## src/core/swp_cfg.svh

```systemverilog
// constants for the write protect and status block of the serial memory
// assumes inclusion by bare name from every core file that needs them
`ifndef SWP_CFG_SVH
`define SWP_CFG_SVH

// opcodes
`define SWP_OP_SET_LATCH   8'h06
`define SWP_OP_CLR_LATCH   8'h04
`define SWP_OP_STAT_RD     8'h05
`define SWP_OP_STAT_WR     8'h01
`define SWP_OP_ARR_WR      8'h02
`define SWP_OP_SPEC_WR     8'h42

// status bit positions
`define SWP_ST_PIN_EN      7
`define SWP_ST_FIXED_ONE   6
`define SWP_ST_ZERO_HI     5
`define SWP_ST_ZERO_LO     4
`define SWP_ST_BP_HI       3
`define SWP_ST_BP_LO       2
`define SWP_ST_LATCH       1
`define SWP_ST_BUSY        0

// block protect codes and bounds
`define SWP_BP_NONE        2'h0
`define SWP_BP_QUARTER     2'h1
`define SWP_BP_HALF        2'h2
`define SWP_BP_ALL         2'h3
`define SWP_QTR_BASE       19'h6_0000
`define SWP_HALF_BASE      19'h4_0000
`define SWP_ADDR_LAST      19'h7_FFFF
`define SWP_ADDR_ONE       19'h0_0001
`define SWP_ADDR_ZERO      19'h0_0000

// widths and counts
`define SWP_ADDR_W         19
`define SWP_BIT_LAST       3'h7
`define SWP_BIT_ONE        3'h1
`define SWP_BIT_ZERO       3'h0
`define SWP_ADDR_BYTE_LAST 2'h2
`define SWP_ADDR_BYTE_ONE  2'h1
`define SWP_ADDR_BYTE_ZERO 2'h0
`define SWP_PIN_COUNT      5
`define SWP_NV_RESET       3'h0

`endif

```

## src/core/swp_pkg.sv

```systemverilog
// types shared by the write protect and status block
// assumes swp_cfg.svh is on the include path
`include "swp_cfg.svh"

package swp_pkg;

  typedef enum logic [2:0] {
    ST_OP,
    ST_STAT_WR,
    ST_STAT_RD,
    ST_ADDR,
    ST_DATA,
    ST_IGNORE
  } swp_state_type;

  // one array byte write toward the memory core
  typedef struct packed {
    logic                     en;
    logic [`SWP_ADDR_W-1:0]   addr;
    logic [7:0]               data;
  } swp_arr_wr_type;

  // nonvolatile part of the status register
  typedef struct packed {
    logic       pin_en;
    logic [1:0] bp;
  } swp_nv_type;

endpackage : swp_pkg

```

## src/core/swp_top.sv

```systemverilog
// write enable latch, status register and write protection of an spi
// nonvolatile memory; array datapath lies outside and takes arr_wr_out.
// assumes spi pins asynchronous to ref_clk_in, sck well below clk/4.
//
// Operation
// - latch comes up cleared after power-up, so writes are disabled
// - set-latch opcode sets the latch; status bit 1 then reads one
// - master sets latch first; device never writes while latch is clear
// - chip select rise after any write-type command clears the latch
// - status write data leaves latch bit unchanged; select rise still clears it
// - clear-latch opcode clears latch, disabling later write commands
// - status layout: pin enable 7, protect hi 3, protect lo 2, latch 1
// - bits 4, 5 read zero, bit 6 reads one, writes leave them
// - bit 0 reads zero except while waking from a low-power mode
// - block protect bits kept nonvolatile across power cycles
// - protect decode none, upper quarter, upper half, all; blocks writes
// - pin enable zero: write-protect pin level is ignored
// - pin enable one with pin low rejects status writes
// - protect pin gates only status writes, never array writes
// - status read opcode shifts out current status byte
// - array writes run at bus speed with no busy time, unbounded bursts
// - command starts at chip select fall; first byte is the only opcode
// - unknown opcode: ignore input until next select, output stays off
// - sample input on sck rise msb first, drive output on sck fall
// - burst reaching protected address stops increment, drops later data
`timescale 1ns/10ps
`include "swp_cfg.svh"

module swp_top #(
  parameter int          ADDR_W    = `SWP_ADDR_W,
  // opcode of the serial number write; set to the part's real value
  parameter logic [7:0]  SN_WR_OP  = 8'h00
) (
  // clock and reset
  input  wire logic                   ref_clk_in,
  input  wire logic                   rst_in,
  // spi pins
  input  wire logic                   cs_n_in,
  input  wire logic                   sck_in,
  input  wire logic                   si_in,
  input  wire logic                   wp_n_in,
  output logic                        so_out,
  output logic                        so_oe_out,
  // low-power wake status from the power controller
  input  wire logic                   wake_busy_in,
  // nonvolatile store of protect bits
  input  wire swp_pkg::swp_nv_type    nv_status_in,
  output swp_pkg::swp_nv_type         nv_status_out,
  // array write port and state
  output swp_pkg::swp_arr_wr_type     arr_wr_out,
  output logic                        latch_flag_out
);

  // elaboration check: decode is built for a 19-bit array
  if (ADDR_W != `SWP_ADDR_W) begin : g_bad_width
    $error("swp_top: ADDR_W must equal the array address width");
  end

  // pin synchronisers, one per pin
  localparam int NP = `SWP_PIN_COUNT;
  logic [NP-1:0] pins_w;
  logic [NP-1:0] sync1_r;
  logic [NP-1:0] sync2_r;

  assign pins_w = {wake_busy_in, wp_n_in, si_in, sck_in, cs_n_in};

  for (genvar gi = 0; gi < NP; gi++) begin : g_sync
    always_ff @(posedge ref_clk_in) begin
      sync1_r[gi] <= pins_w[gi];
      sync2_r[gi] <= sync1_r[gi];
    end
  end

  logic cs_n_s, sck_s, si_s, wp_n_s, busy_s;

  assign cs_n_s = sync2_r[0];
  assign sck_s  = sync2_r[1];
  assign si_s   = sync2_r[2];
  assign wp_n_s = sync2_r[3];
  assign busy_s = sync2_r[4];

  // edge history of the synchronised pins
  logic cs_prev_r;
  logic sck_prev_r;

  always_ff @(posedge ref_clk_in) begin
    if (rst_in) begin
      cs_prev_r  <= 1'b1;
      sck_prev_r <= 1'b0;
    end else begin
      cs_prev_r  <= cs_n_s;
      sck_prev_r <= sck_s;
    end
  end

  logic cs_fall_w, cs_rise_w, sck_rise_w, sck_fall_w;

  assign cs_fall_w  = cs_prev_r & ~cs_n_s;
  assign cs_rise_w  = ~cs_prev_r & cs_n_s;
  // mode 0 and 3 both work: only edges while selected count
  assign sck_rise_w = ~cs_n_s & ~cs_prev_r & sck_s & ~sck_prev_r;
  assign sck_fall_w = ~cs_n_s & ~cs_prev_r & ~sck_s & sck_prev_r;

  // control state
  swp_pkg::swp_state_type   state_r,   state_nxt;
  logic [2:0]               bit_r,     bit_nxt;
  logic [7:0]               shift_r,   shift_nxt;
  logic [7:0]               out_r,     out_nxt;
  logic [1:0]               abyte_r,   abyte_nxt;
  logic [`SWP_ADDR_W-1:0]   addr_r,    addr_nxt;
  logic                     wr_cmd_r,  wr_cmd_nxt;
  logic                     discard_r, discard_nxt;
  logic                     latch_r,   latch_nxt;
  logic                     pin_en_r,  pin_en_nxt;
  logic [1:0]               bp_r,      bp_nxt;
  logic                     so_r,      so_nxt;
  logic                     so_oe_r,   so_oe_nxt;
  swp_pkg::swp_arr_wr_type  arr_r,     arr_nxt;

  logic [7:0] byte_w;
  logic       byte_done_w;
  logic       prot_w;
  logic       sr_locked_w;
  logic [7:0] status_w;

  assign byte_w      = {shift_r[6:0], si_s};
  assign byte_done_w = sck_rise_w && (bit_r == `SWP_BIT_LAST);
  // pin matters only with pin enable set, and only for status writes
  assign sr_locked_w = pin_en_r & ~wp_n_s;

  // status image
  always_comb begin
    status_w                      = 8'h00;
    status_w[`SWP_ST_PIN_EN]      = pin_en_r;
    status_w[`SWP_ST_FIXED_ONE]   = 1'b1;
    status_w[`SWP_ST_BP_HI]       = bp_r[1];
    status_w[`SWP_ST_BP_LO]       = bp_r[0];
    status_w[`SWP_ST_LATCH]       = latch_r;
    status_w[`SWP_ST_BUSY]        = busy_s;
  end

  swp_protect_decode u_decode (
    .bp_in         (bp_r),
    .addr_in       (addr_r),
    .protected_out (prot_w)
  );

  always_comb begin
    state_nxt   = state_r;
    bit_nxt     = bit_r;
    shift_nxt   = shift_r;
    out_nxt     = out_r;
    abyte_nxt   = abyte_r;
    addr_nxt    = addr_r;
    wr_cmd_nxt  = wr_cmd_r;
    discard_nxt = discard_r;
    latch_nxt   = latch_r;
    pin_en_nxt  = pin_en_r;
    bp_nxt      = bp_r;
    so_nxt      = so_r;
    so_oe_nxt   = so_oe_r;
    arr_nxt     = arr_r;
    arr_nxt.en  = 1'b0;
    if (cs_fall_w) begin
      state_nxt   = swp_pkg::ST_OP;
      bit_nxt     = `SWP_BIT_ZERO;
      wr_cmd_nxt  = 1'b0;
      discard_nxt = 1'b0;
      so_oe_nxt   = 1'b0;
    end else if (cs_rise_w) begin
      // blocked writes still consume the latch
      if (wr_cmd_r) begin
        latch_nxt = 1'b0;
      end
      wr_cmd_nxt = 1'b0;
      state_nxt  = swp_pkg::ST_IGNORE;
      so_oe_nxt  = 1'b0;
    end else if (sck_rise_w) begin
      shift_nxt = byte_w;
      bit_nxt   = bit_r + `SWP_BIT_ONE;
      if (byte_done_w) begin
        unique case (state_r)
          swp_pkg::ST_OP: begin
            state_nxt = swp_pkg::ST_IGNORE;
            if (byte_w == `SWP_OP_SET_LATCH) begin
              latch_nxt = 1'b1;
            end else if (byte_w == `SWP_OP_CLR_LATCH) begin
              wr_cmd_nxt = 1'b1;
            end else if (byte_w == `SWP_OP_STAT_RD) begin
              state_nxt = swp_pkg::ST_STAT_RD;
              out_nxt   = status_w;
            end else if (byte_w == `SWP_OP_STAT_WR) begin
              state_nxt  = swp_pkg::ST_STAT_WR;
              wr_cmd_nxt = 1'b1;
            end else if (byte_w == `SWP_OP_ARR_WR) begin
              state_nxt  = swp_pkg::ST_ADDR;
              abyte_nxt  = `SWP_ADDR_BYTE_ZERO;
              wr_cmd_nxt = 1'b1;
            end else if (byte_w == `SWP_OP_SPEC_WR ||
                         byte_w == SN_WR_OP) begin
              // datapath for these lives elsewhere; only the latch here
              wr_cmd_nxt = 1'b1;
            end
          end
          swp_pkg::ST_STAT_WR: begin
            // commit only on the full byte; latch bit is never written
            if (latch_r && !sr_locked_w) begin
              pin_en_nxt = byte_w[`SWP_ST_PIN_EN];
              bp_nxt     = {byte_w[`SWP_ST_BP_HI],
                            byte_w[`SWP_ST_BP_LO]};
            end
            state_nxt = swp_pkg::ST_IGNORE;
          end
          swp_pkg::ST_ADDR: begin
            // upper five address bits fall off the top
            addr_nxt = {addr_r[`SWP_ADDR_W-9:0], byte_w};
            if (abyte_r == `SWP_ADDR_BYTE_LAST) begin
              state_nxt = swp_pkg::ST_DATA;
            end
            abyte_nxt = abyte_r + `SWP_ADDR_BYTE_ONE;
          end
          swp_pkg::ST_DATA: begin
            if (!discard_r) begin
              if (prot_w) begin
                discard_nxt = 1'b1;
              end else begin
                // no page buffer: each byte goes out as it completes
                arr_nxt.en   = latch_r;
                arr_nxt.addr = addr_r;
                arr_nxt.data = byte_w;
                addr_nxt     = (addr_r == `SWP_ADDR_LAST) ? `SWP_ADDR_ZERO :
                               addr_r + `SWP_ADDR_ONE;
              end
            end
          end
          swp_pkg::ST_STAT_RD: begin
            out_nxt = status_w;
          end
          swp_pkg::ST_IGNORE: begin
            state_nxt = swp_pkg::ST_IGNORE;
          end
        endcase
      end
    end else if (sck_fall_w && state_r == swp_pkg::ST_STAT_RD) begin
      so_nxt    = out_r[7];
      out_nxt   = {out_r[6:0], out_r[7]};
      so_oe_nxt = 1'b1;
    end
  end

  always_ff @(posedge ref_clk_in) begin
    if (rst_in) begin
      state_r   <= swp_pkg::ST_IGNORE;
      bit_r     <= `SWP_BIT_ZERO;
      shift_r   <= 8'h00;
      out_r     <= 8'h00;
      abyte_r   <= `SWP_ADDR_BYTE_ZERO;
      addr_r    <= `SWP_ADDR_ZERO;
      wr_cmd_r  <= 1'b0;
      discard_r <= 1'b0;
      latch_r   <= 1'b0;
      // protect bits are restored from the nonvolatile store
      pin_en_r  <= nv_status_in.pin_en;
      bp_r      <= nv_status_in.bp;
      so_r      <= 1'b0;
      so_oe_r   <= 1'b0;
      arr_r     <= '0;
    end else begin
      state_r   <= state_nxt;
      bit_r     <= bit_nxt;
      shift_r   <= shift_nxt;
      out_r     <= out_nxt;
      abyte_r   <= abyte_nxt;
      addr_r    <= addr_nxt;
      wr_cmd_r  <= wr_cmd_nxt;
      discard_r <= discard_nxt;
      latch_r   <= latch_nxt;
      pin_en_r  <= pin_en_nxt;
      bp_r      <= bp_nxt;
      so_r      <= so_nxt;
      so_oe_r   <= so_oe_nxt;
      arr_r     <= arr_nxt;
    end
  end

  assign so_out         = so_r;
  assign so_oe_out      = so_oe_r;
  assign arr_wr_out     = arr_r;
  assign latch_flag_out = latch_r;
  assign nv_status_out  = {pin_en_r, bp_r};
endmodule : swp_top

```

## src/core/swp_protect_decode.sv

```systemverilog
// block protect decode: is an array address inside the protected range
// assumes a full 19-bit array address and two block protect bits
`timescale 1ns/10ps
`include "swp_cfg.svh"

module swp_protect_decode (
  // protect setting
  input  wire logic [1:0]             bp_in,
  // address under test
  input  wire logic [`SWP_ADDR_W-1:0] addr_in,
  // decision
  output logic                        protected_out
);

  always_comb begin
    unique case (bp_in)
      `SWP_BP_NONE:    protected_out = 1'b0;
      `SWP_BP_QUARTER: protected_out = (addr_in >= `SWP_QTR_BASE) &&
                                       (addr_in <= `SWP_ADDR_LAST);
      `SWP_BP_HALF:    protected_out = (addr_in >= `SWP_HALF_BASE) &&
                                       (addr_in <= `SWP_ADDR_LAST);
      `SWP_BP_ALL:     protected_out = 1'b1;
    endcase
  end

endmodule : swp_protect_decode

```

## config.mk

```make
export PLATFORM = sky130hd
export DESIGN_NAME = swp_top
export DESIGN_NICKNAME = d
export VERILOG_FILES = /design/src/core/swp_pkg.sv /design/src/core/swp_top.sv /design/src/core/swp_protect_decode.sv
export VERILOG_INCLUDE_DIRS = /design/src /design/src/core
export SDC_FILE = /design/constraint.sdc
export NUM_CORES = 1
export LEC_CHECK = 0
export BUFFER_PORTS_ARGS = -buffer_cell sky130_fd_sc_hd__buf_4
export CORE_ASPECT_RATIO = 1.1
export CORE_MARGIN = 5
export CORE_UTILIZATION = 42
export DETAILED_ROUTE_END_ITERATION = 16
export PLACE_DENSITY = 0.61
export SYNTH_ARGS = -nofsm -noshare
export SYNTH_HDL_FRONTEND = slang
export SYNTH_SLANG_ARGS = --single-unit
```

## constraint.sdc

```tcl
create_clock -name ref_clk_in -period 3.95 [get_ports ref_clk_in]
set_input_delay 0.1975 -clock ref_clk_in [delete_from_list [all_inputs] [get_ports ref_clk_in]]
set_output_delay 0.1975 -clock ref_clk_in [all_outputs]
set_load 0.01 [all_outputs]
```

# Yosys cells after proc, flatten, opt, wreduce, memory -nomap -nowiden

Index checks and enable logic that the tools add are counted.

Flip-flop bits (word level): 90
Bits of input ports: 10
Output and inout port bits: 34
Word-level logic and storage cells: 191

$add $sub $neg: 3
$lt $le $gt $ge: 3
Eq/ne operators: 35
Multiplexer cells: 56
Bitwise operators: 21
Reduce and logical (&&, ||, !) cells: 44

Operators by type and width:

| operator                                                              | count |
|---|---|
| 19-bit two-way mux                                                    | 3 |
| 8-bit two-way mux                                                     | 6 |
| 19-bit greater-or-equal comparator, second input constant             | 2 |
| 19-bit one-hot mux with 2 select lines                                | 1 |
| 3-bit two-way mux                                                     | 10 |
| 8-bit by 3-bit equality test with 1-bit output, second input constant | 3 |
| 2-bit two-way mux                                                     | 12 |
| 2-bit != test, second input constant                                  | 11 |
| 2-bit nonzero test                                                    | 11 |
| 1-bit two-way mux                                                     | 20 |
| 19-bit by 1-bit adder with 19-bit output, second input constant       | 1 |
| 19-bit equality test, second input constant                           | 1 |
| 19-bit <= comparator, second input constant                           | 1 |
| 6-bit AND reduction                                                   | 3 |
| 8-bit one-hot mux with 2 select lines                                 | 1 |
| 4-bit AND reduction                                                   | 4 |
| 7-bit AND reduction                                                   | 2 |
| 1-bit inverter                                                        | 13 |
| 10-bit AND reduction                                                  | 1 |
| 3-bit equality test, second input constant                            | 3 |
| 3-bit != test, second input constant                                  | 3 |
| 3-bit one-hot mux with 3 select lines                                 | 1 |
| 3-bit nonzero test                                                    | 3 |
| 1-bit bitwise AND                                                     | 8 |
| 28 further kinds                                                      | 38 |

# Longest topological paths before layout

Gate-level depths: netlist of the first run.

Depth after elaboration: 11
Depth in mapped cells: 10
Gate-level depth less buffers: 7

# Hierarchy

Synthesis of the first run repeated with hierarchy kept, for this count alone.

Cell total of the unflattened synthesis: 506
Area, all modules: 4291.6 um2

Modules (own cells, without submodules):

| module             | instances | cells an instance | area an instance (um2) | seq. area each (um2) |
|---|---|---|---|---|
| swp_top            | 1         | 498               | 4221.5                 | 1831.8 |
| swp_protect_decode | 1         | 8                 | 70.1                   | 0.0 |

# Least setup slack after synthesis of the first run

OpenSTA, ideal clock, no wires.

Kind: register to register
Start point: reg cs_prev_r
End point: reg addr_r[11]
Library setup time: 0.088 ns
Data arrival time: 2.150 ns
Setup slack: 1.712 ns
Cell stages (with the launch flop): 11
Path buffers: 3
Clock period less this slack: 2.238 ns
Cells stage by stage: dfxtp_1 -> inv_1 -> ha_1 -> buf_6 -> or3b_4 -> nor3_4 -> a311oi_2 -> or2_1 -> buf_6 -> buf_6 -> o32ai_2

Cells in the longest elaborated chain, start to end: 6
Elaborated cells on any way between the ends: 10
Those cells by class: bitwise: 8; reduce/logical: 2

Ends and longest elaborated chain:

| element                         | RTL line                      | RTL |
|---|---|---|
| start, declared                 | swp_top.sv:83                 | `logic cs_prev_r;` |
| start signal, assigned          | swp_top.sv:91                 | `cs_prev_r <= cs_n_s;` |
| 1-bit inverter                  | swp_top.sv:99, swp_top.sv:101 |  |
| 1-bit bitwise AND (3 in a row)  | swp_top.sv:101                | `assign sck_rise_w = ~cs_n_s & ~cs_prev_r & sck_s & ~sck_prev_r;` |
| 1-bit logical AND               | swp_top.sv:127                | `` assign byte_done_w = sck_rise_w && (bit_r == `SWP_BIT_LAST); `` |
| 7-bit AND reduction (no line) * | n/a                           |  |
| end signal, assigned            | swp_top.sv:258                | `` addr_r <= `SWP_ADDR_ZERO; `` |
| end signal, assigned            | swp_top.sv:274                | `addr_r <= addr_nxt;` |
| end, declared                   | swp_top.sv:110                | `` logic [`SWP_ADDR_W-1:0] addr_r, addr_nxt; `` |

Mark *: on every way between the ends. The rest lies on a longest branch, timed or not.
A chain may end at the register's enable or synchronous reset.

# Worst setup path after layout of the first run

Start point: reg state_r[0]
End point: reg addr_r[3]

Cells in the longest elaborated chain, start to end: 3
Elaborated cells on any way between the ends: 7
Those cells by class: eq/ne: 4; mux: 1; reduce/logical: 2

Ends and longest elaborated chain:

| element                                                                                      | RTL line       | RTL |
|---|---|---|
| start, declared                                                                              | swp_top.sv:105 | `swp_pkg::swp_state_type state_r, state_nxt;` |
| start signal, assigned                                                                       | swp_top.sv:253 | `state_r <= swp_pkg::ST_IGNORE;` |
| start signal, assigned                                                                       | swp_top.sv:269 | `state_r <= state_nxt;` |
| 3-bit equality test / 3-bit by 2-bit equality test with 1-bit output (equally long branches) | swp_top.sv:182 | `unique case (state_r)` |
| 2-bit != test (no line) / 2-bit nonzero test (equally long branches)                         | n/a            |  |
| 7-bit AND reduction (no line)                                                                | n/a            |  |

Several ways; a longest one is shown, not always the timed one.

==> impl_metrics.ini, run 1 <==
[timing]
final_max_slew_viol_count = 0
relSlewSlack_pct = 32.77
fmax_mhz = 356.8
skew_ns = 0.008041
fin_hold_ws_ns = 0.1520
fin_crit_ns = 2.803
tns_ns = 0
final_hold_viol_count = 0
rsz0062_at_grt = false
setup_violations = 0
finalCritPeriodShare_pct = 70.96
worst_pin_slew_ns = 1.008

[final_layout]
n_antenna_cell = 0
fin_cells = 679
num-nets-final = 552
fin_area_mm2 = 0.005109
area_delta_synth_final_pct = 16.26
drive_gt1_share_pct = 16.60
fillers = 1010

[setup_path]
reg2reg_depth = 6
r2r-start = state_r[0]$_SDFFE_PP1P_
cp_data_required_time_ns = 4.15
start_kind = flop
rrSetupSlack_ns = 1.15
worstPathArrival_ns = 3.00
cp_slowest_stage_delay_ns = 0.68
crit_chain = or3b_1 -> buf_4 -> nor4_4 -> nor2_2 -> or2_1 -> o32ai_1
crit_fanout = 45
cp-end-kind = flop
crit_type = flop to flop
r2r-end = addr_r[3]$_SDFFE_PP0P_
cp-startpoint = state_r[0]$_SDFFE_PP1P_
slowest_stage = or2_1

[floorplan]
die_h_um = 117.3
num_rows = 39
fp.dieW_um = 107.5
core_mm2 = 0.01030
start_util_pct = 42.68
ios = 44
dieArea_mm2 = 0.01261

[global_route]
grt_pass1_wl_um = 19130
grt_pass1_vias = 3802
grt_max_degree = 81
track_usage_pct = 19.06
antenna_found_initial = 0
gr-total-overflow = 0

[yosys]
synthTopCellsByArea = dfxtp_1 (40%), a21oi_1 (5.9%), nand3_1 (4.8%)
ys_seq_area_share_pct = 41.69
synth-seq-cells = 90
synth_edf_count = 3
yosysUniqueCellTypes = 65
ys_warn_count = 0
synth_top_area_share_pct = 39.64
syn_area_per_cell_um2 = 8.616
synthCells = 510
synthArstFlopShare_pct = 0
synth_most_common_cell = dfxtp_1
ys.flop_type = dfxtp_1
synth_area_leader_cell = dfxtp_1
syn_area_mm2 = 0.004394
syn_nets = 531
synth_common_cells = dfxtp_1 (87), a21oi_1 (52), nand3_1 (42)

[clock_network]
cts.clk_slew.worst_paths_ns = 0.07
clk_latency_ns = 0.35
cts_tree = built
clk_path_buf_depth = 2
root_buffer = clkbuf_16
cts.sinks = 90
htreeDepth = 3
cts.repair.resized = 0
numCtsBuffers = 9

[hold_path]
hp-start = nv_status_in[1]
whs_path_depth = 2
worstHoldPathType = input port to flop
hold_end = bp_r[1]$_DFFE_PP_

[pwr]
p_leak_nw = 1.800
clock_power_share_pct = 46.0
seqPwrFrac_pct = 48.1
switchingPower_mw = 0.4821
power_density_mw_per_mm2 = 380.5
peakVddDrop_v = 0.0002762
switching_share_pct = 24.80
power_mw = 1.944
combPwrFrac_pct = 5.9
intPower_mw = 1.462

[routing]
vias_per_cell = 5.853
dr_total_vias = 3974
drc = 0
drt.antenna.violating_nets = 0
first_pass_iters = 4
drt_iter0_drc = 205
wirelength_um = 11560
wire_per_inst_um = 17.03

[placed_design]
placed_cell_area_mm2 = 0.004748
dp.cells = 658
routabilityCongestion = 0.8863
io_buffers = 43
dp_hpwl_um = 7689

[outcome]
status = finished clean

[run]
drv_cap = 0
[power by group through the flow]
| stage | combinational, mW | clock, mW | sequential (mW) |
|---|---|---|---|
| after CTS | 0.113 | 0.912 | 0.935 |
| after global placement | 0.108 | 0 | 0.956 |
| after detailed placement | 0.109 | 0 | 0.956 |
| after global routing | 0.127 | 0.957 | 0.937 |
| final | 0.114 | 0.894 | 0.936 |
| after floorplan | 0.0869 | 0 | 0.949 |
[how the worst max path moves through the flow]
stage / endpoint / slack [ns] / depth (start not counted)
6_report: addr_r[3]$_SDFFE_PP0P_ / 1.15 / 6
5_1_grt: addr_r[3]$_SDFFE_PP0P_ / 0.92 / 6
4_1_cts: addr_r[3]$_SDFFE_PP0P_ / 1.16 / 6
3_5_place_dp: addr_r[7]$_SDFFE_PP0P_ / 1.16 / 6
3_3_place_gp: addr_r[3]$_SDFFE_PP0P_ / 1.25 / 6
2_1_floorplan: addr_r[11]$_SDFFE_PP0P_ / 1.71 / 10
[layout make-up]
class	count	area [um^2]	area share (%)
Clock inverter	7	85.08	1.665
Tap cell	143	178.9	3.502
Inverter	17	63.81	1.249
Sequential cell	90	1832	35.86
Clock buffer	9	225.2	4.409
Multi-Input combinational cell	357	2291	44.84
Timing Repair Buffer	56	432.9	8.474
[per-layer routing]
metal / vias to the layer above / track usage, % / share of wire (%)
met5: - / 0 / 0
met4: 0 / 7.071 / 1.8
met3: 17 / 4.224 / 5.0
met2: 110 / 31.67 / 49
met1: 1902 / 24.37 / 44
li1: 1945 / - / -
[registers in the layout, summed over array words and instances, names as in the netlist, 2 cells and up]
name,flops
bp_r,2
sync1_r,5
addr_r,19
arr_wr_out,28
out_r,8
abyte_r,2
bit_r,3
state_r,3
shift_r,7
[stage by stage]
step,util (%),setup slack [ns]
2_1_floorplan,-,1.712
3_3_place_gp,46.12,1.254
3_5_place_dp,46.12,1.163
4_1_cts,49.62,1.162
5_1_grt,49.62,0.9201
6_report,49.62,1.147
[logic make-up after synthesis]
logic type	after synthesis	synth area share [%]
muxes	13	3.104
and+or+nand+nor	165	20.39
xor gates and xnor gates	1	0.1994
AOI/OAI and AO/OA	167	25.17
buffers and inverters	63	6.321
adders and majority gates	11	3.132
DFF	90	41.69
[placed cells by master, fill, tap and decap left out, types with 4 or more instances in the layout]
| cell | instances |
|---|---|
| a32oi_1 | 4 |
| o31a_1 | 4 |
| o21ai_0 | 13 |
| inv_1 | 17 |
| or4_1 | 5 |
| o311ai_1 | 6 |
| o21ai_1 | 29 |
| nor2_1 | 30 |
| buf_4 | 51 |
| nor3_1 | 11 |
| o32ai_2 | 4 |
| mux2i_1 | 8 |
| ha_1 | 11 |
| a21oi_1 | 52 |
| o32ai_1 | 8 |
| clkbuf_16 | 9 |
| nand2_1 | 38 |
| nand3_1 | 42 |
| o31ai_1 | 8 |
| dlygate4sd3_1 | 5 |
| mux2_2 | 5 |
| dfxtp_1 | 87 |
| a211oi_1 | 13 |
| nor4_1 | 9 |
| a22oi_1 | 7 |
[worst max-delay path: cells and delay by family (launching register included)]
kind	cells	cell delay, ns
buffers and inverters	1	0.41
AOI/OAI and AO/OA	1	0.17
DFF	1	0.54
and+or+nand+nor	4	1.53
[timing repair]
| action | 4_1_cts | 5_1_grt |
|---|---|---|
| setup buffers | 0 | 0 |
| hold buffers | 5 | 0 |
| hold endpoints to repair | 5 | 0 |
No activity file was read; power rests on OpenSTA's default activity.
==> run 2: changes to the inputs <==
Settings changed: PLACE_DENSITY 0.61 to 0.63.
Clock period 3.95 ns to 2.4 ns, I/O delays scaled along.
==> run 2 against run 1 <==
Core utilization increased by 2.8 points. Largest power group unchanged. Critical endpoint is now addr_r[8]$_SDFFE_PP0P_. Clock skew increased by 0.00098 ns. Sequential power increased by 63%. Combinational power increased by 96%. Highest routed layer unchanged. Largest cell class unchanged. Wire length increased by 5.6%. Power increased by 62%. Sequential cell count unchanged. Maximum frequency increased by 22%. Sequential share of layout area decreased by 1.9 points. Hold slack got worse by 0.067 ns. Via count increased by 5.1%.
==> impl_metrics.ini, run 2 (synthesis gave the netlist of run 1 again) <==
[timing]
fin_crit_ns = 2.305
setup_violations = 0
relSlewSlack_pct = 52.65
skew_ns = 0.009016
worst_pin_slew_ns = 0.7076
fmax_mhz = 433.8
rsz0062_at_grt = false
fin_ws_ns = 0.09501
tns_ns = 0
finalCritPeriodShare_pct = 96.04
final_hold_viol_count = 0
final_max_slew_viol_count = 0

[placed_design]
dp.cells = 689
dp_slack_ns = 0.1102
io_buffers = 43
placed_cell_area_mm2 = 0.005006
routabilityCongestion = 0.8898
dp_hpwl_um = 8301

[setup_path]
crit_fanout = 16
r2r-start = bit_r[0]$_SDFFE_PP0P_
r2r-end = addr_r[8]$_SDFFE_PP0P_
crit_chain = ha_1 -> ha_1 -> or3b_4 -> nor4_4 -> nor2_4 -> or2_1 -> buf_6 -> o32ai_1
cpMostUsedCell = ha_1
cp-endpoint = addr_r[8]$_SDFFE_PP0P_
rrSetupSlack_ns = 0.1
cp-startpoint = bit_r[0]$_SDFFE_PP0P_
cp-end-kind = flop
cp_slowest_stage_delay_ns = 0.43
slowest_stage = or3b_4
cp_data_required_time_ns = 2.65
crit_type = flop to flop
worstPathArrival_ns = 2.55
reg2reg_depth = 8
start_kind = flop

[routing]
topRoutingLayerUsed = met4
drc = 0
drt_iter0_drc = 349
wirelength_um = 12210
drt.antenna.violating_nets = 0
first_pass_iters = 4
vias_per_cell = 5.873
wire_per_inst_um = 17.17
route.met2.wl_um = 5855
wl_met3_um = 669
dr_total_vias = 4176
wirelength_met1_um = 5366

[clock_network]
cts.clk_slew.worst_paths_ns = 0.06
htreeDepth = 3
clk_path_buf_depth = 2
root_buffer = clkbuf_16
numCtsBuffers = 9
cts_tree = built
clk_latency_ns = 0.34
cts.sinks = 90

[pwr]
intPower_mw = 2.406
clock_power_share_pct = 44.4
peakVddDrop_v = 0.0003823
p_leak_nw = 1.974
combPwrFrac_pct = 7.1
switching_share_pct = 23.81
switchingPower_mw = 0.7519
seqPwrFrac_pct = 48.5
power_density_mw_per_mm2 = 585.4

[global_route]
gr-total-overflow = 0
grt_max_degree = 48
grt_pass1_vias = 4000
antenna_found_initial = 0
track_usage_pct = 19.55
grt_pass1_wl_um = 19650

[final_layout]
most-common-layout-cells = dfxtp_1 (87), buf_4 (80), a21oi_1 (51)
area_delta_synth_final_pct = 22.78
num-nets-final = 584
final_common_cell = dfxtp_1
largest_register_ffs = 28
fin_util_pct = 52.40
fin_area_mm2 = 0.005395
fin_cells = 711
n_antenna_cell = 0
fillers = 994
drive_gt1_share_pct = 21.65

[floorplan]
die_h_um = 117.3
num_rows = 39
dieArea_mm2 = 0.01261
start_util_pct = 42.68
fp.dieW_um = 107.5
core_mm2 = 0.01030
ios = 44

[hold_path]
worstHoldPathType = input port to flop

[outcome]
status = finished clean

[run]
drv_cap = 0
-- run 2: how the worst min path moves through the flow --
stage                     from                  to  slack, ns  cells past startpoint
2_1_floorplan          cs_n_in  sync1_r[0]$_DFF_P_       0.15                      0
3_3_place_gp            sck_in  sync1_r[1]$_DFF_P_       0.22                      1
3_5_place_dp      wake_busy_in  sync1_r[4]$_DFF_P_       0.23                      1
4_1_cts        nv_status_in[1]   bp_r[1]$_DFFE_PP_       0.08                      2
5_1_grt        nv_status_in[1]   bp_r[1]$_DFFE_PP_       0.08                      2
6_report       nv_status_in[1]   bp_r[1]$_DFFE_PP_       0.09                      2
-- run 2: worst max-delay path: cells and delay by family, from the launching register on --
kind	cells	cell delay, ns
simple gates	4	1.11
flops	1	0.34
fa+ha+maj	2	0.31
compound gates	1	0.27
buf+inv	1	0.17
-- run 2: routing by layer --
layer	vias to the layer above	global-route usage [%]
li1	2013	-
met1	1984	24.60
met2	153	32.21
met3	26	4.498
met4	0	8.586
met5	-	0
-- run 2: power groups by stage --
stage               combinational (mW)  sequential [mW]  clock, mW
finish                           0.224             1.53       1.40
global route                     0.241             1.53       1.50
CTS                              0.218             1.53       1.43
detailed placement               0.212             1.57          0
global placement                 0.209             1.56          0
floorplan                        0.143             1.56          0
-- run 2: what timing repair did --
action,4_1_cts,5_1_grt
resized for setup,0,7
hold buffers,5,0
hold endpoints to repair,5,0
buffers inserted,0,1
endpoints found under the setup margin,0,26
-- run 2: layout make-up --
cell class | count | area, um^2 | share of cell area (%)
clock buffers | 10 | 229.0 | 4.244
clock inverters | 6 | 65.06 | 1.206
inverters | 17 | 63.81 | 1.183
multi-input cells | 357 | 2325 | 43.09
flip-flops and latches | 90 | 1832 | 33.95
well taps | 143 | 178.9 | 3.316
repair buffers | 88 | 701.9 | 13.01
-- run 2: stage by stage --
stage	hold slack (ns)	power (mW)
after floorplan	0.1477	1.705
after global placement	0.2250	1.774
after detailed placement	0.2255	1.777
after CTS	0.07676	3.181
after global routing	0.07558	3.279
final	0.08527	3.158
==> run 3: changes to the inputs <==
Settings changed: CORE_UTILIZATION 42 to 50, PLACE_DENSITY 0.63 to 0.78.
==> run 3 against run 2 <==
Hold slack got worse by 0.030 ns. Critical path depth unchanged. Setup slack improved by 0.031 ns. Power fell by 7.1%. Global-route usage grew 2.7 points. Sequential power hardly changed. Combinational power shrank 3%. Sequential share of layout area grew 1.2 points. Clock skew rose by 0.0019 ns. Clock power down 16%.
==> impl_metrics.ini, run 3 (synthesis gave the netlist of run 1 again) <==
[pwr]
power_density_mw_per_mm2 = 563.3
combPwrFrac_pct = 7.4
intPower_mw = 2.193
power_mw = 2.933
peakVddDrop_v = 0.0004045
seqPwrFrac_pct = 52.2
clock_power_share_pct = 40.4
switching_share_pct = 25.23
p_leak_nw = 1.906
switchingPower_mw = 0.7398

[routing]
dr_total_vias = 4172
drc = 0
wire_per_inst_um = 17.55
vias_per_cell = 6.190
drt.antenna.violating_nets = 0
first_pass_iters = 5
drt_iter0_drc = 331
wirelength_um = 11830

[final_layout]
drive_gt1_share_pct = 21.14
area_delta_synth_final_pct = 18.48
fin_util_pct = 61.28
num-nets-final = 579
n_antenna_cell = 0
final_common_cell = dfxtp_1
largest_register_ffs = 28
fillers = 761
most-common-layout-cells = dfxtp_1 (87), buf_4 (78), a21oi_1 (51)

[setup_path]
cp_data_required_time_ns = 2.65
crit_fanout = 17
rrSetupSlack_ns = 0.13
cp-end-kind = flop
worstPathArrival_ns = 2.52
reg2reg_depth = 8
crit_type = flop to flop
start_kind = flop
r2r-end = addr_r[13]$_SDFFE_PP0P_
r2r-start = bit_r[0]$_SDFFE_PP0P_

[timing]
fin_crit_ns = 2.274
finalCritPeriodShare_pct = 94.74
final_max_slew_viol_count = 0
worst_pin_slew_ns = 0.8703
skew_ns = 0.01091
relSlewSlack_pct = 41.59
final_hold_viol_count = 0
setup_violations = 0
fmax_mhz = 439.8
rsz0062_at_grt = false

[floorplan]
core_mm2 = 0.008496
num_rows = 35
fp.dieW_um = 99.39
start_util_pct = 51.72
dieArea_mm2 = 0.01077
die_h_um = 108.3
ios = 44

[hold_path]
hold_end = bp_r[1]$_DFFE_PP_
whs_path_depth = 2
worstHoldPathType = input port to flop
hp-start = nv_status_in[1]

[clock_network]
cts.clk_slew.worst_paths_ns = 0.09
numCtsBuffers = 9
clk_path_buf_depth = 2
cts.sinks = 90
htreeDepth = 3
cts_tree = built
root_buffer = clkbuf_8
clk_latency_ns = 0.36
post-cts-setup-buffers = 0

[global_route]
antenna_found_initial = 0
gr-total-overflow = 0
track_usage_pct = 22.20
grt_pass1_vias = 3907
grt_max_degree = 48
grt_pass1_wl_um = 19390

[run]
drv_cap = 0

[placed_design]
dp_hpwl_um = 8021
routabilityCongestion = 0.8880
io_buffers = 43

[outcome]
status = finished clean
==> run 3: changes by cell type in the layout (fill, tap and decap cells not counted), sizes merged <==
cell and change:
clkinv -2, clkinvlp +1, buf -5, bufinv +1
==> run 3: cell type report <==
class,count,area [um^2],area share [%]
Multi-Input combinational cell,357,2310,44.36
Tap cell,111,138.9,2.668
Clock inverter,6,98.84,1.899
Timing Repair Buffer,83,635.6,12.21
Clock buffer,10,127.6,2.451
Inverter,17,63.81,1.226
Sequential cell,90,1832,35.18
==> run 3: per-stage QoR <==
| step | hold slack, ns | std cells | area (um^2) | TNS, ns | setup WS (ns) |
|---|---|---|---|---|---|
| after floorplan | 0.1477 | 510 | 4394 | 0 | 0.1619 |
| after global placement | 0.2245 | 653 | 4911 | 0 | 0.06250 |
| after detailed placement | 0.2259 | 653 | 4911 | -0.04899 | -0.02392 |
| after CTS | 0.04661 | 674 | 5187 | 0 | 0.05848 |
| after global routing | 0.04327 | 674 | 5206 | 0 | 0.001682 |
| final | 0.05568 | 674 | 5206 | 0 | 0.1262 |
==> run 3: power by group through the flow <==
stage / clock, mW / combinational, mW / sequential (mW)
finish: 1.18 / 0.218 / 1.53
global route: 1.26 / 0.234 / 1.53
CTS: 1.20 / 0.213 / 1.53
detailed placement: 0 / 0.206 / 1.56
global placement: 0 / 0.203 / 1.56
floorplan: 0 / 0.143 / 1.56
==> run 3: what timing repair did <==
item / in CTS / in global routing
hold buffers: 5 / 0
setup endpoints to repair: 5 / 23
pin swaps: 0 / 0
gates resized for setup: 1 / 4
endpoints found under the hold margin: 5 / 0
==> run 3: how the worst max path moves through the flow <==
stage,start,endpoint,slack [ns]
floorplan,cs_prev_r$_SDFF_PP1_,addr_r[11]$_SDFFE_PP0P_,0.16
global placement,bit_r[0]$_SDFFE_PP0P_,addr_r[3]$_SDFFE_PP0P_,0.06
detailed placement,bit_r[0]$_SDFFE_PP0P_,addr_r[9]$_SDFFE_PP0P_,-0.02
CTS,bit_r[0]$_SDFFE_PP0P_,addr_r[2]$_SDFFE_PP0P_,0.06
global route,bp_r[1]$_DFFE_PP_,arr_wr_out[1]$_SDFFE_PP0P_,0.002
finish,bit_r[0]$_SDFFE_PP0P_,addr_r[13]$_SDFFE_PP0P_,0.13
==> run 3: layer usage <==
| layer | vias up | GRT usage (%) | wire [um] |
|---|---|---|---|
| met5 | - | 0 | 0 |
| met4 | 0 | 8.585 | 311 |
| met3 | 31 | 3.871 | 634 |
| met2 | 153 | 36.37 | 5806 |
| met1 | 1994 | 29.19 | 5079 |
| li1 | 1994 | - | - |
==> run 3: critical path, stage by stage (launching register included) <==
cell and delay, ns:
dfxtp_1 0.36, ha_1 0.16, ha_1 0.17, or3b_4 0.44, nor3_4 0.24, a311oi_2 0.08, buf_4 0.25, o311ai_1 0.35
o31ai_2 0.11
